<file path="config.mk">
export PLATFORM = sky130hd
export DESIGN_NAME = afc_feature_control_two
export DESIGN_NICKNAME = d
export VERILOG_FILES = /design/src/rtl/afc_pkg.sv /design/src/rtl/afc_queue_if.sv /design/src/rtl/afc_feature_control_two.sv /design/src/rtl/afc_sample_queue.sv
export VERILOG_INCLUDE_DIRS = /design/src /design/src/rtl
export SDC_FILE = /design/constraint.sdc
export NUM_CORES = 1
export LEC_CHECK = 0
export ABC_AREA = 1
export CAP_MARGIN = 20
export CELL_PAD_IN_SITES_DETAIL_PLACEMENT = 0
export CELL_PAD_IN_SITES_GLOBAL_PLACEMENT = 2
export CORE_ASPECT_RATIO = 0.7
export CORE_MARGIN = 8
export CORE_UTILIZATION = 40
export CTS_CLUSTER_DIAMETER = 60
export DETAILED_ROUTE_END_ITERATION = 10
export DONT_BUFFER_PORTS = 1
export GPL_TIMING_DRIVEN = 0
export MAX_ROUTING_LAYER = met4
export PLACE_DENSITY_LB_ADDON = 0.1
export SYNTH_ARGS = -nofsm -noshare
export SYNTH_HDL_FRONTEND = slang
export SYNTH_SLANG_ARGS = --single-unit
</file>
<file path="constraint.sdc">
create_clock -name core_clk -period 4 [get_ports core_clk]
set_clock_uncertainty 0.05 [all_clocks]
set_input_delay 0.8 -clock core_clk [delete_from_list [all_inputs] [get_ports core_clk]]
set_output_delay 0.8 -clock core_clk [all_outputs]
set_load 0.03 [all_outputs]
</file>
<file path="src/rtl/afc_map.svh">
// Offsets, field positions, reset values, mode codes and sample limits of feature control two
`ifndef AFC_MAP_SVH
`define AFC_MAP_SVH
`define AFC_REG_FEATURE_CONTROL_TWO 8'h0E
`define AFC_REG_INT_STATUS 8'h09
`define AFC_FCT_RESET 8'h00
`define AFC_BIT_SPI_STAT 2
`define AFC_BIT_QUEUE_TOKEN 3
`define AFC_BIT_WR_CLEAR 4
`define AFC_BIT_STREAM 5
`define AFC_BIT_TRIGGERED_SAMPLING_MODE_EDGE 6
`define AFC_BIT_PIN_TRIGGERED_SAMPLING_MODE 7
`define AFC_MODE_TRIGGERED 3'h7
`define AFC_MODE_SLEEP 3'h0
`define AFC_TOKEN_RES_BITS 14
`define AFC_TRIGGERED_SAMPLING_MODE_MAX_SAMPLES 8'hFE
`endif

</file>
<file path="src/rtl/afc_pkg.sv">
// Types shared by the feature control two block
`default_nettype none
package afc_pkg;
  typedef enum logic [1:0] {
    AFC_IF_NONE,
    AFC_IF_I2C,
    AFC_IF_SPI4,
    AFC_IF_SPI3
  } afc_if_mode_t;
  typedef enum logic [1:0] {
    AFC_TRG_IDLE,
    AFC_TRG_RUN,
    AFC_TRG_DONE
  } afc_trg_state_t;
endpackage
`default_nettype wire

</file>
<file path="src/rtl/afc_queue_if.sv">
// Interface between the top and its sample queue
`timescale 1ns/10ps
`default_nettype none
interface afc_queue_if #(parameter int DW = 16);
  logic push;
  logic [DW-1:0] push_data;
  logic pop;
  logic [DW-1:0] pop_data;
  logic full;
  logic empty;
  logic stream;
  logic enable;
  modport owner (output push, push_data, pop, stream, enable,
    input pop_data, full, empty);
  modport queue (input push, push_data, pop, stream, enable,
    output pop_data, full, empty);
endinterface
`default_nettype wire

</file>
<file path="src/rtl/afc_feature_control_two.sv">
// Feature control two: status byte, queue token, interrupt clear, stream, trigger
`timescale 1ns/10ps
`default_nettype none
`include "afc_map.svh"
module afc_feature_control_two #(
  parameter int DEPTH = 32
) (
  input wire logic core_clk,
  input wire logic sys_rst,
  input wire logic reg_wr,
  input wire logic reg_rd,
  input wire logic [7:0] reg_addr,
  input wire logic [7:0] reg_wdata,
  output logic [7:0] feature_control_two,
  input wire afc_pkg::afc_if_mode_t if_mode,
  input wire logic i2c_enable,
  input wire logic spi_frame_start,
  input wire logic spi_first_byte,
  input wire logic [7:0] status_flags,
  output logic serial_out_addr_pin_en,
  output logic [7:0] serial_out_status,
  input wire logic interrupt_pending_flag,
  output logic clear_interrupts,
  input wire logic queue_enable,
  input wire logic [3:0] resolution_bits,
  input wire logic sample_valid,
  input wire logic [15:0] sample_z,
  input wire logic queue_pop,
  input wire logic [7:0] queue_threshold,
  output logic [15:0] queue_z_data,
  output logic queue_full,
  output logic queue_empty,
  output logic queue_threshold_flag,
  input wire logic interrupt_trigger_pin,
  input wire logic [2:0] mode_control,
  input wire logic oneshot_command,
  input wire logic [7:0] trigger_sample_count,
  output logic external_sample_req,
  output logic trigger_sleep_req
);
  localparam int AW = $clog2(DEPTH);
  // Fill count must fit the 8-bit threshold compare; queue needs a power of 2
  if (DEPTH < 2 || DEPTH > 128) begin : g_depth_bad
    $error("DEPTH out of range");
  end
  logic [7:0] fct_r;
  logic [7:0] fct_nxt;
  logic clear_r;
  logic [7:0] status_r;
  logic status_en_r;
  logic pin_s1_r;
  logic pin_s2_r;
  logic pin_d_r;
  logic sample_req_r;
  logic sleep_r;
  logic [7:0] done_cnt_r;
  logic [AW:0] fill_r;
  logic [15:0] z_out_r;
  afc_pkg::afc_trg_state_t trg_r;
  afc_pkg::afc_trg_state_t trg_nxt;

  // Register access
  wire sel_fct = (reg_addr == `AFC_REG_FEATURE_CONTROL_TWO);
  wire sel_int = (reg_addr == `AFC_REG_INT_STATUS);
  assign fct_nxt = (reg_wr && sel_fct) ? reg_wdata : fct_r;
  always_ff @(posedge core_clk or posedge sys_rst) begin
    if (sys_rst) begin
      fct_r <= `AFC_FCT_RESET;
    end else begin
      fct_r <= fct_nxt;
    end
  end
  assign feature_control_two = fct_r;
  wire spi_stat_en = fct_r[`AFC_BIT_SPI_STAT];
  wire token_en = fct_r[`AFC_BIT_QUEUE_TOKEN];
  wire wr_clear = fct_r[`AFC_BIT_WR_CLEAR];
  wire stream_en = fct_r[`AFC_BIT_STREAM];
  wire edge_rise = fct_r[`AFC_BIT_TRIGGERED_SAMPLING_MODE_EDGE];
  wire pin_triggered_sampling_mode = fct_r[`AFC_BIT_PIN_TRIGGERED_SAMPLING_MODE];

  // Interrupt clearing
  wire is_i2c = (if_mode == afc_pkg::AFC_IF_I2C);
  wire is_spi = (if_mode == afc_pkg::AFC_IF_SPI4) ||
    (if_mode == afc_pkg::AFC_IF_SPI3);
  wire i2c_wclr = wr_clear && i2c_enable;
  wire clr_by_read = is_i2c && reg_rd && sel_int && !i2c_wclr;
  wire clr_by_write = reg_wr && sel_int && (is_spi || (is_i2c && i2c_wclr));
  wire clear_nxt = clr_by_read || clr_by_write;
  always_ff @(posedge core_clk or posedge sys_rst) begin
    if (sys_rst) begin
      clear_r <= 1'b0;
    end else begin
      clear_r <= clear_nxt;
    end
  end
  assign clear_interrupts = clear_r;

  // SPI status byte on the first byte of 4-wire transfers
  wire status_go = spi_frame_start && spi_stat_en &&
    (if_mode == afc_pkg::AFC_IF_SPI4);
  always_ff @(posedge core_clk or posedge sys_rst) begin
    if (sys_rst) begin
      status_r <= 8'h00;
      status_en_r <= 1'b0;
    end else begin
      if (status_go) begin
        status_r <= status_flags;
      end
      status_en_r <= status_go || (status_en_r && spi_first_byte);
    end
  end
  assign serial_out_status = status_r;
  assign serial_out_addr_pin_en = status_en_r;

  // Sample queue and Z-channel status token
  afc_queue_if #(.DW(16)) qif ();
  assign qif.push = sample_valid;
  assign qif.push_data = sample_z;
  assign qif.pop = queue_pop;
  assign qif.stream = stream_en && queue_enable;
  assign qif.enable = queue_enable;
  afc_sample_queue #(.DW(16), .DEPTH(DEPTH)) u_queue (
    .core_clk(core_clk),
    .sys_rst(sys_rst),
    .q(qif)
  );
  wire pop_ok = queue_pop && !qif.empty;
  // A push into a full queue is taken when a pop frees a slot the same cycle
  wire push_net = sample_valid && queue_enable && (!qif.full || pop_ok);
  always_ff @(posedge core_clk or posedge sys_rst) begin
    if (sys_rst) begin
      fill_r <= '0;
    end else begin
      fill_r <= fill_r + (AW+1)'(push_net) - (AW+1)'(pop_ok);
    end
  end
  wire thr_hit = (8'(fill_r) >= queue_threshold);
  wire [3:0] token = {interrupt_pending_flag, thr_hit, qif.full, qif.empty};
  wire low_res = (resolution_bits < 4'(`AFC_TOKEN_RES_BITS));
  wire [15:0] z_tok_hi = {token, qif.pop_data[11:0]};
  wire [15:0] z_tok_lo = {qif.pop_data[15:4], token};
  wire [15:0] z_tok = low_res ? z_tok_hi : z_tok_lo;
  wire [15:0] z_sel = token_en ? z_tok : qif.pop_data;
  always_ff @(posedge core_clk or posedge sys_rst) begin
    if (sys_rst) begin
      z_out_r <= 16'h0000;
    end else begin
      z_out_r <= z_sel;
    end
  end
  assign queue_z_data = z_out_r;
  assign queue_full = qif.full;
  assign queue_empty = qif.empty;
  assign queue_threshold_flag = thr_hit;

  // External trigger on the interrupt pin
  always_ff @(posedge core_clk or posedge sys_rst) begin
    if (sys_rst) begin
      // Reset to the pin's idle high so no false edge follows reset
      pin_s1_r <= 1'b1;
      pin_s2_r <= 1'b1;
      pin_d_r <= 1'b1;
    end else begin
      pin_s1_r <= interrupt_trigger_pin;
      pin_s2_r <= pin_s1_r;
      pin_d_r <= pin_s2_r;
    end
  end
  wire rise = pin_s2_r && !pin_d_r;
  wire fall = !pin_s2_r && pin_d_r;
  wire pin_edge = edge_rise ? rise : fall;
  wire triggered_sampling_mode_mode = (mode_control == `AFC_MODE_TRIGGERED) && !oneshot_command;
  wire triggered_sampling_mode_ok = pin_triggered_sampling_mode && triggered_sampling_mode_mode;
  wire count_on = (trigger_sample_count != 8'h00);
  wire last = count_on && (done_cnt_r + 8'h01 >= trigger_sample_count);
  always_comb begin
    trg_nxt = trg_r;
    case (trg_r)
      afc_pkg::AFC_TRG_IDLE: begin
        if (triggered_sampling_mode_ok) begin
          trg_nxt = afc_pkg::AFC_TRG_RUN;
        end
      end
      afc_pkg::AFC_TRG_RUN: begin
        if (!triggered_sampling_mode_ok) begin
          trg_nxt = afc_pkg::AFC_TRG_IDLE;
        end else if (pin_edge && last) begin
          trg_nxt = afc_pkg::AFC_TRG_DONE;
        end
      end
      afc_pkg::AFC_TRG_DONE: begin
        if (!triggered_sampling_mode_ok) begin
          trg_nxt = afc_pkg::AFC_TRG_IDLE;
        end
      end
      default: trg_nxt = afc_pkg::AFC_TRG_IDLE;
    endcase
  end
  wire take = (trg_r == afc_pkg::AFC_TRG_RUN) && triggered_sampling_mode_ok && pin_edge;
  always_ff @(posedge core_clk or posedge sys_rst) begin
    if (sys_rst) begin
      trg_r <= afc_pkg::AFC_TRG_IDLE;
      done_cnt_r <= 8'h00;
      sample_req_r <= 1'b0;
      sleep_r <= 1'b0;
    end else begin
      trg_r <= trg_nxt;
      sample_req_r <= take;
      sleep_r <= take && last;
      if (trg_r != afc_pkg::AFC_TRG_RUN) begin
        done_cnt_r <= 8'h00;
      end else if (take && done_cnt_r != `AFC_TRIGGERED_SAMPLING_MODE_MAX_SAMPLES) begin
        done_cnt_r <= done_cnt_r + 8'h01;
      end
    end
  end
  assign external_sample_req = sample_req_r;
  assign trigger_sleep_req = sleep_r;
endmodule // afc_feature_control_two
`default_nettype wire

</file>
<file path="src/rtl/afc_sample_queue.sv">
// Sample queue with stop-when-full or stream (discard oldest) behaviour
`timescale 1ns/10ps
`default_nettype none
module afc_sample_queue #(
  parameter int DW = 16,
  parameter int DEPTH = 32
) (
  input wire logic core_clk,
  input wire logic sys_rst,
  afc_queue_if.queue q
);
  localparam int AW = $clog2(DEPTH);
  if (DEPTH < 2 || (1 << AW) != DEPTH) begin : g_depth_bad
    $error("DEPTH must be a power of two of at least 2");
  end
  logic [DW-1:0] mem_r [DEPTH];
  logic [AW-1:0] wr_r;
  logic [AW-1:0] rd_r;
  logic [AW:0] cnt_r;
  wire is_full = (cnt_r == (AW+1)'(DEPTH));
  wire is_empty = (cnt_r == '0);
  wire do_pop = q.pop && !is_empty;
  // Stream drops the oldest entry when full; otherwise a full queue refuses a push unless a pop frees a slot
  wire drop_old = q.stream && is_full && !do_pop;
  wire do_push = q.push && q.enable && (!is_full || do_pop || drop_old);
  wire adv_rd = do_pop || (do_push && drop_old);
  wire [AW:0] cnt_nxt = cnt_r + (AW+1)'(do_push && !drop_old)
    - (AW+1)'(do_pop);
  assign q.full = is_full;
  assign q.empty = is_empty;
  assign q.pop_data = mem_r[rd_r];
  always_ff @(posedge core_clk) begin
    if (do_push) begin
      mem_r[wr_r] <= q.push_data;
    end
  end
  always_ff @(posedge core_clk or posedge sys_rst) begin
    if (sys_rst) begin
      wr_r <= '0;
      rd_r <= '0;
      cnt_r <= '0;
    end else begin
      wr_r <= wr_r + AW'(do_push);
      rd_r <= rd_r + AW'(adv_rd);
      cnt_r <= cnt_nxt;
    end
  end
endmodule // afc_sample_queue
`default_nettype wire

</file>
==> impl_results.md, run 1 <==
- Status: completed
- Setup ws final: 0.359 ns
- Sum Neg Setup Slack: 0 ns
- Critical Path Start: u_queue.cnt_r[3]
- Register share of total power: 36.2%
- Sequential area share after synthesis: 70.6%
- Worst EP required: around 4.3 ns
- Net Switching: about 8.3 mW
- First-pass GRT wire length: 114000 um
- # Max-Cap Violations: 0
- Die H: 222 um
- Final worst-path cycle share: 91.0%
- Number of clock sinks: 583
- TritonCTS Buffers: 59
- Worst-Margin Slew: 1.19 ns
- Yosys Warn Count: 0
- Vias/cell: 5.42
- Post-CTS Hold Fix Bufs: 0
- PortBufs: 0
- RSZ-0062 raised after global routing: false
- Worst skew pair latency: 0.62 ns
- Core area: about 60000 um^2
- H-Tree Depth: 2
- Leak: roughly 10 nW
- Die area: 69000 um^2
- Worst setup SP type: register
- Total power: 20.4 mW
- Max Freq: 275 MHz
- Clock Power Share: 26.4%
- Post-CTS Resized: 0
- Max VDD drop: 0.457 mV
- Pwr Density: around 730 nW/um^2
- Routability Congestion: 0.838
- Yosys cell types: 40
- Drt pass-1 iters: 6
- CP arrival: 3.91 ns
- Initial Util: 40.5%
- Vias in the first global route: roughly 15000
- Final Critical Period: 3.64 ns
- Final Hold Vio Count: 0
- Die W: 311 um
- Fraction of layout cells with a size suffix above 1: 11.4%
- NumNets Final: ~2300
- HPWL after DPL: approximately 57000 um
- Synth Net Count: 2156
- Post-DR wirelength/cell: 26.9 um
- Post-Syn Instances: 2041
- Via Count: 16200
- Largest net degree at the start of global routing: 45
- CP endpoint kind: register
- Routed Antenna Nets: 0
- Area delta synth->final: 15.0%
- Worst-path clk slew: about 0.060 ns
- Setup violators final: 0
- CP max FO: 9
- Slew Limit Headroom: 20.8%
- Clock buffer depth: 3
- Worst r2r src: u_queue.cnt_r[3]
- Number of placed I/O pins: ~120
- Hold WS: 0.00832 ns
- Pre-CTS setup slack: 0.413 ns
- Avg Cell Area, Syn: 11.9 um^2
- Critical path class: reg -> reg
- Detailed Route Iter0 Violations: 1816
- Row count: 75
- TritonCTS clock tree: yes
- FF+latch count, synth: 583
- Internal Pwr Total: between 10 and 15 mW
- Congestion Overflow GR: 0
- Synthesized area: 24300 um^2
- Initial antenna violation count: 4
- Comb power frac: 37.4%
- Total track usage: 23.4%
- Filler instances: 5457
- DRC Markers: 0
- Routed wire length: 80700 um
- Setup Buffers After CTS: 0
- Sw frac: about two fifths
- Clock root cell: clkbuf_16
- HP Class: in -> async
- Max Slew Vio Count: 0
## cell type report
cell class | count | area, um^2 | share of cell area, %
clock inverters | 25 | 210 | 0.753
multi-input cells | 1247 | 6210 | 22.2
clock buffers | 86 | 1640 | 5.87
repair buffers | 33 | 676 | 2.42
diodes | 2 | 5.00 | 0.0179
plain buffers | 110 | 639 | 2.29
flip-flops and latches | 583 | 17200 | 61.4
inverters | 101 | 384 | 1.38
well taps | 808 | 1010 | 3.62
## kinds of logic (layout without fill, tap and decap cells)
family / Yosys count / in the layout / synth area share [%]
fa+ha+maj: 37 / 37 / 1.97
xor+xnor: 21 / 21 / 0.757
compound gates: 296 / 296 / 6.92
buf+inv: 211 / 355 / 4.20
other cells: 0 / 2 / 0
mux: 16 / 16 / 0.742
flops: 583 / 583 / 70.6
simple gates: 877 / 877 / 14.8
## state kept, by name, summed over array words and instances (netlist names), 6 cells and up
signal and cells:
done_cnt_r 8, feature_control_two 8, fill_r 6, queue_z_data 16, serial_out_status 8, u_queue.cnt_r 6
u_queue.mem_r 512
## cell usage after synthesis
cell / instances / area, um^2
nand4_1: 9 / 56.3
o311ai_0: 1 / 8.76
o21bai_1: 1 / 7.51
dfstp_2: 3 / 78.8
inv_4: 1 / 6.26
nor3b_1: 1 / 7.51
clkbuf_1: 36 / 135
clkbuf_2: 2 / 10.0
mux2_2: 16 / 180
a21boi_0: 1 / 7.51
clkinv_1: 1 / 3.75
buf_6: 16 / 180
o221ai_1: 9 / 78.8
buf_8: 1 / 15.0
fa_1: 2 / 40.0
nor2_2: 5 / 31.3
a21oi_1: 31 / 155
xnor2_1: 2 / 17.5
o31ai_1: 8 / 60.1
edfxtp_1: 512 / 15400
dfrtp_1: 68 / 1700
o211ai_1: 51 / 383
buf_4: 11 / 82.6
nand2_1: 284 / 1070
o21a_1: 2 / 15.0
o22ai_1: 1 / 6.26
or2_2: 1 / 6.26
buf_1: 3 / 11.3
o21ai_1: 31 / 155
ha_1: 35 / 438
buf_2: 41 / 205
a41oi_1: 1 / 8.76
nor4_1: 2 / 12.5
inv_2: 2 / 7.51
nand3_1: 202 / 1010
nor2_1: 372 / 1400
xor2_1: 19 / 166
nor3_1: 1 / 5.00
inv_1: 97 / 364
o21ai_0: 159 / 796
## worst max-delay path, cell delays in order (launching register included)
cell and delay, ns:
dfrtp_1 0.39, inv_1 0.09, ha_1 0.20, nand4_1 0.22, inv_1 0.34, nand4_1 0.17
nand2_1 0.09, nand2_1 0.05, inv_1 0.14, nand3_1 0.50, nor2_2 0.87, buf_16 0.22
## power by group through the flow
stage | Sequential [mW] | Combinational [mW] | Clock (mW)
final | 7.38 | 7.61 | 5.38
after global routing | 7.42 | 8.19 | 5.71
after CTS | 7.39 | 7.51 | 5.49
after detailed placement | 7.52 | 7.50 | 0
after global placement | 7.52 | 7.33 | 0
after floorplan | 7.46 | 4.30 | 0
## per-layer routing
metal	GRT usage [%]	wire, um	vias to the layer above
met2	32.0	33200	580
met3	6.08	7560	89
met1	34.9	38500	8176
met5	-	0	-
li1	-	-	7373
met4	4.03	1390	0
## layout by cell type, fill, tap and decap left out, types with 8 or more instances in the layout
cell type,instances
o31ai_1,8
xor2_1,19
o21ai_1,31
o21ai_0,159
mux2_2,16
nor2_1,340
inv_1,96
nand3_1,202
edfxtp_1,512
o221ai_1,9
buf_2,41
o211ai_1,51
clkinv_2,12
buf_8,18
nor2_2,36
buf_16,15
clkbuf_1,59
buf_6,16
nand4_1,9
ha_1,35
dfrtp_1,68
buf_4,12
a21oi_1,31
nand2_1,284
clkbuf_16,61
## metrics by stage
step                      instance area [um^2]  util (%)  instances
after global routing                     27900      46.6       2994
after CTS                                27900      46.6       2993
after floorplan                          24300         -       2041
final                                    27900      46.6       2995
after global placement                   25300      42.2       2849
after detailed placement                 26100      43.5       2882
## path summary, 6_finish.rpt
| check | to | slack [ns] | cells after the start |
|---|---|---|---|
| setup / recovery | u_queue.mem_r[30][10] | 0.36 | 11 |
| hold / removal | fill_r[5] | 0.008 | 1 |
| setup reg to reg | u_queue.mem_r[30][10] | 0.36 | 11 |
| hold reg to reg | pin_s2_r | 0.31 | 0 |
| max in group asynchronous | pin_d_r | 3.23 | 2 |
| min in group core_clk | pin_s1_r | 0.13 | 0 |
(Power assumes the default switching activity.)
==> run 2, diff against run 1 <==
- ABC_AREA: 1 -> 0
==> run 2 against run 1 <==
Global-route usage shrank 5.2 points. Largest power group is now sequential cells. Critical path depth decreased by 1. Worst setup slack better by 0.16 ns. Clock power decreased by 4.6%. Routed wire length decreased by 27%. Highest routed layer unchanged. Critical endpoint is now u_queue.mem_r[0][1].
==> impl_results.md, run 2 <==
- CP arrival: 3.75 ns (was 3.91 ns)
- HP Class: in -> reg (was in -> async)
- Die W: 305 um (was 311 um)
- Status: completed (unchanged)
- Primary FF master, synth: edfxtp_1 (unchanged)
- Max Freq: 287 MHz (was 275 MHz)
- Register-to-register setup slack: 0.52 ns (was 0.36 ns)
- Setup Buffers After CTS: 0 (unchanged)
- Largest net degree at the start of global routing: 51 (was 45)
- Max Slew Vio Count: 0 (unchanged)
- Largest register by flop count: u_queue.mem_r (unchanged)
- Cell taking the most area after synthesis: edfxtp_1 (unchanged)
- Clock buffer depth: 3 (unchanged)
- Die area: 66400 um^2 (was 69000 um^2)
- Critical path class: reg -> reg (unchanged)
- PortBufs: 0 (unchanged)
- Initial Util: 40.2% (was 40.5%)
- Setup violators final: 0 (unchanged)
- Synth Net Count: 1335 (was 2156)
- H-Tree Depth: 2 (unchanged)
- Ant. Diodes: 0 (was 2)
- Final worst-path cycle share: 87.0% (was 91.0%)
- Routability Congestion: 0.766 (was 0.838)
- R2R depth: 10 (was 11)
- Async SR Flop Fraction: 12.2% (unchanged)
- Synthesized area: 23300 um^2 (was 24300 um^2)
- CP endpoint kind: register (unchanged)
- Worst setup SP type: register (unchanged)
- Yosys cell types: 56 (was 40)
- Hold wc startpoint: interrupt_trigger_pin
- Routed Antenna Nets: 0 (unchanged)
- Post-CTS Resized: 0 (unchanged)
- TritonCTS Buffers: 58 (was 59)
- Worst r2r src: u_queue.cnt_r[2] (was u_queue.cnt_r[3])
- Vias in the first global route: 11900 (was 15300)
- Most frequent cells in the layout: edfxtp_1 (512), mux4_2 (108), mux2i_1 (81) (was edfxtp_1 (512), nor2_1 (340), nand2_1 (284))
- Area delta synth->final: 14.6% (was 15.0%)
- Slew Limit Headroom: 35.1% (was 20.8%)
- Worst EP required: 4.26 ns (was 4.27 ns)
- Yosys Warn Count: 0 (unchanged)
- DRC Markers: 0 (unchanged)
- CP max FO: 9 (unchanged)
- Most frequent cell after synthesis: edfxtp_1 (unchanged)
- Via Count: 11500 (was 16200)
- Worst-path clk slew: 0.06 ns (about the same)
- Die H: 218 um (was 222 um)
- Row count: 74 (was 75)
- Number of placed I/O pins: 117 (unchanged)
- Core area: 58000 um^2 (was 60000 um^2)
- Vias/cell: 5.43 (was 5.42)
- Pwr Density: 669 nW/um^2 (was 730 nW/um^2)
- Post-DR wirelength/cell: 27.7 um (was 26.9 um)
- Fraction of layout cells with a size suffix above 1: 22.9% (was 11.4%)
- NumNets Final: 1432 (was 2250)
- RSZ-0062 raised after global routing: false (unchanged)
- Worst skew pair latency: 0.63 ns (was 0.62 ns)
- FF+latch count, synth: 583 (unchanged)
- # Max-Cap Violations: 0 (unchanged)
- Area contributors post-synth: edfxtp_1 (66%), mux4_2 (10%), dfrtp_1 (7.3%) (was edfxtp_1 (63%), dfrtp_1 (7.0%), nor2_1 (5.7%))
- Routed wire length: 58900 um (was 80700 um)
- Total track usage: 18.1% (was 23.4%)
- Max VDD drop: 0.343 mV (was 0.457 mV)
- HPWL after DPL: 41100 um (was 57000 um)
- Max reg flops: 512 (unchanged)
- Congestion Overflow GR: 0 (unchanged)
- Final Critical Period: 3.48 ns (was 3.64 ns)
- R2R Path End: u_queue.mem_r[0][1] (was u_queue.mem_r[30][10])
- Initial antenna violation count: 3 (was 4)
- EDFF count, synth: 512 (unchanged)
- Final Hold Vio Count: 0 (unchanged)
- First-pass GRT wire length: 85000 um (was 114000 um)
- Leading cell type in the layout, fill and taps excluded: edfxtp_1 (unchanged)
- Share of the synthesized area in the top cell type: 65.9% (was 63.3%)
- Commonest cells post-synth: edfxtp_1 (512), mux4_2 (108), mux2i_1 (81), dfrtp_1 (68), nor2_1 (61) (was edfxtp_1 (512), nor2_1 (372), nand2_1 (284), nand3_1 (202), o21ai_0 (159))
- Detailed Route Iter0 Violations: 1004 (was 1816)
- Worst-Margin Slew: 0.973 ns (was 1.19 ns)
- Pre-CTS setup slack: 0.495 ns (was 0.413 ns)
- Setup ws final: 0.519 ns (was 0.359 ns)
- Post-Syn Instances: 1220 (was 2041)
- Cells after DPL: 2015 (was 2882)
- TritonCTS clock tree: yes (unchanged)
- Hold Path Stages: 0
- Drt pass-1 iters: 5 (was 6)
- Clock root cell: clkbuf_16 (unchanged)
- Worst Hold End: pin_s1_r
- Sequential area share after synthesis: 73.6% (was 70.6%)
- Final Non-Filler Cells: 2125 (was 2995)
- Number of clock sinks: 583 (unchanged)
- Avg Cell Area, Syn: 19.1 um^2 (was 11.9 um^2)
- Leak: 9.13 nW (was 10.2 nW)
run 2: cell types whose count changed after synthesis, moves of 22 or more:
cell,delta
nand2_1,-242
inv_1,-59
nand3_1,-185
o21ai_1,-22
o211ai_1,-47
buf_2,-32
mux2i_1,+81
nor2_1,-311
o21ai_0,-155
mux4_2,+108
run 2: critical path: stages (launching register included):
cell and delay, ns:
dfrtp_1 0.35, inv_1 0.06, ha_1 0.21, and3_1 0.15, clkbuf_1 0.29, o21ai_1 0.20
o211a_2 0.28, or3b_1 0.36, clkbuf_1 0.30, nor2_2 0.65, buf_8 0.25
run 2: layer usage:
| layer | GRT usage [%] | share of wire [%] |
|---|---|---|
| met2 | 24.8 | 42 |
| met3 | 4.06 | 6.3 |
| met5 | - | 0 |
| met1 | 27.3 | 49 |
| met4 | 4.20 | 1.9 |
run 2: power by group:
group,switching (mW),leakage (nW),internal (mW)
clock network,2.31,0.856,2.82
registers,0.360,5.50,7.02
logic,3.06,2.78,2.30
total,5.73,9.13,12.1
run 2: final cells by class:
class,instances,area (um^2)
Inverter,38,145
Clock inverter,31,195
Sequential cell,583,17200
Clock buffer,77,1570
Buffer,55,308
Multi-Input combinational cell,544,5790
Fill cell,4922,31200
Tap cell,760,951
Timing Repair Buffer,37,601
run 2: timing repair:
action                                 CTS  global route
setup endpoints to repair                0             0
endpoints found under the hold margin   18             0
hold buffers                             1             0
run 2: how the worst max path moves through the flow:
stage	depth (start not counted)	slack (ns)	from	endpoint
finish	10	0.52	u_queue.cnt_r[2]	u_queue.mem_r[0][1]
global route	10	0.28	u_queue.cnt_r[2]	u_queue.mem_r[0][1]
CTS	10	0.46	u_queue.cnt_r[2]	u_queue.mem_r[0][1]
detailed placement	10	0.50	u_queue.cnt_r[2]	u_queue.mem_r[0][14]
global placement	9	-0.38	u_queue.cnt_r[2]	u_queue.mem_r[0][14]
floorplan	9	1.02	u_queue.cnt_r[2]	u_queue.mem_r[28][0]
run 2: cells by family (layout without fill, tap and decap cells):
| logic type | count (synthesis) | in the layout | synth area share [%] |
|---|---|---|---|
| AOI/OAI and AO/OA | 96 | 96 | 2.75 |
| DFF | 583 | 583 | 73.6 |
| adders and majority gates | 37 | 37 | 2.05 |
| buffers and inverters | 93 | 238 | 1.93 |
| xor gates and xnor gates | 23 | 23 | 0.864 |
| and+or+nand+nor | 168 | 168 | 3.42 |
| muxes | 220 | 220 | 15.4 |
run 2: stage by stage:
| stage | setup TNS [ns] | hold WS [ns] | util [%] | instance area (um^2) | total power [mW] |
|---|---|---|---|---|---|
| after detailed placement | 0 | 0.299 | 43.0 | 24900 | 12.9 |
| after global placement | -40.54 | 0.296 | 41.9 | 24300 | 12.8 |
| final | 0 | 0.137 | 46.1 | 26700 | 17.9 |
| after CTS | 0 | 0.100 | 46.1 | 26700 | 18.1 |
| after global routing | 0 | 0.105 | 46.1 | 26700 | 18.7 |
| after floorplan | 0 | 0.295 | - | 23300 | 11.0 |
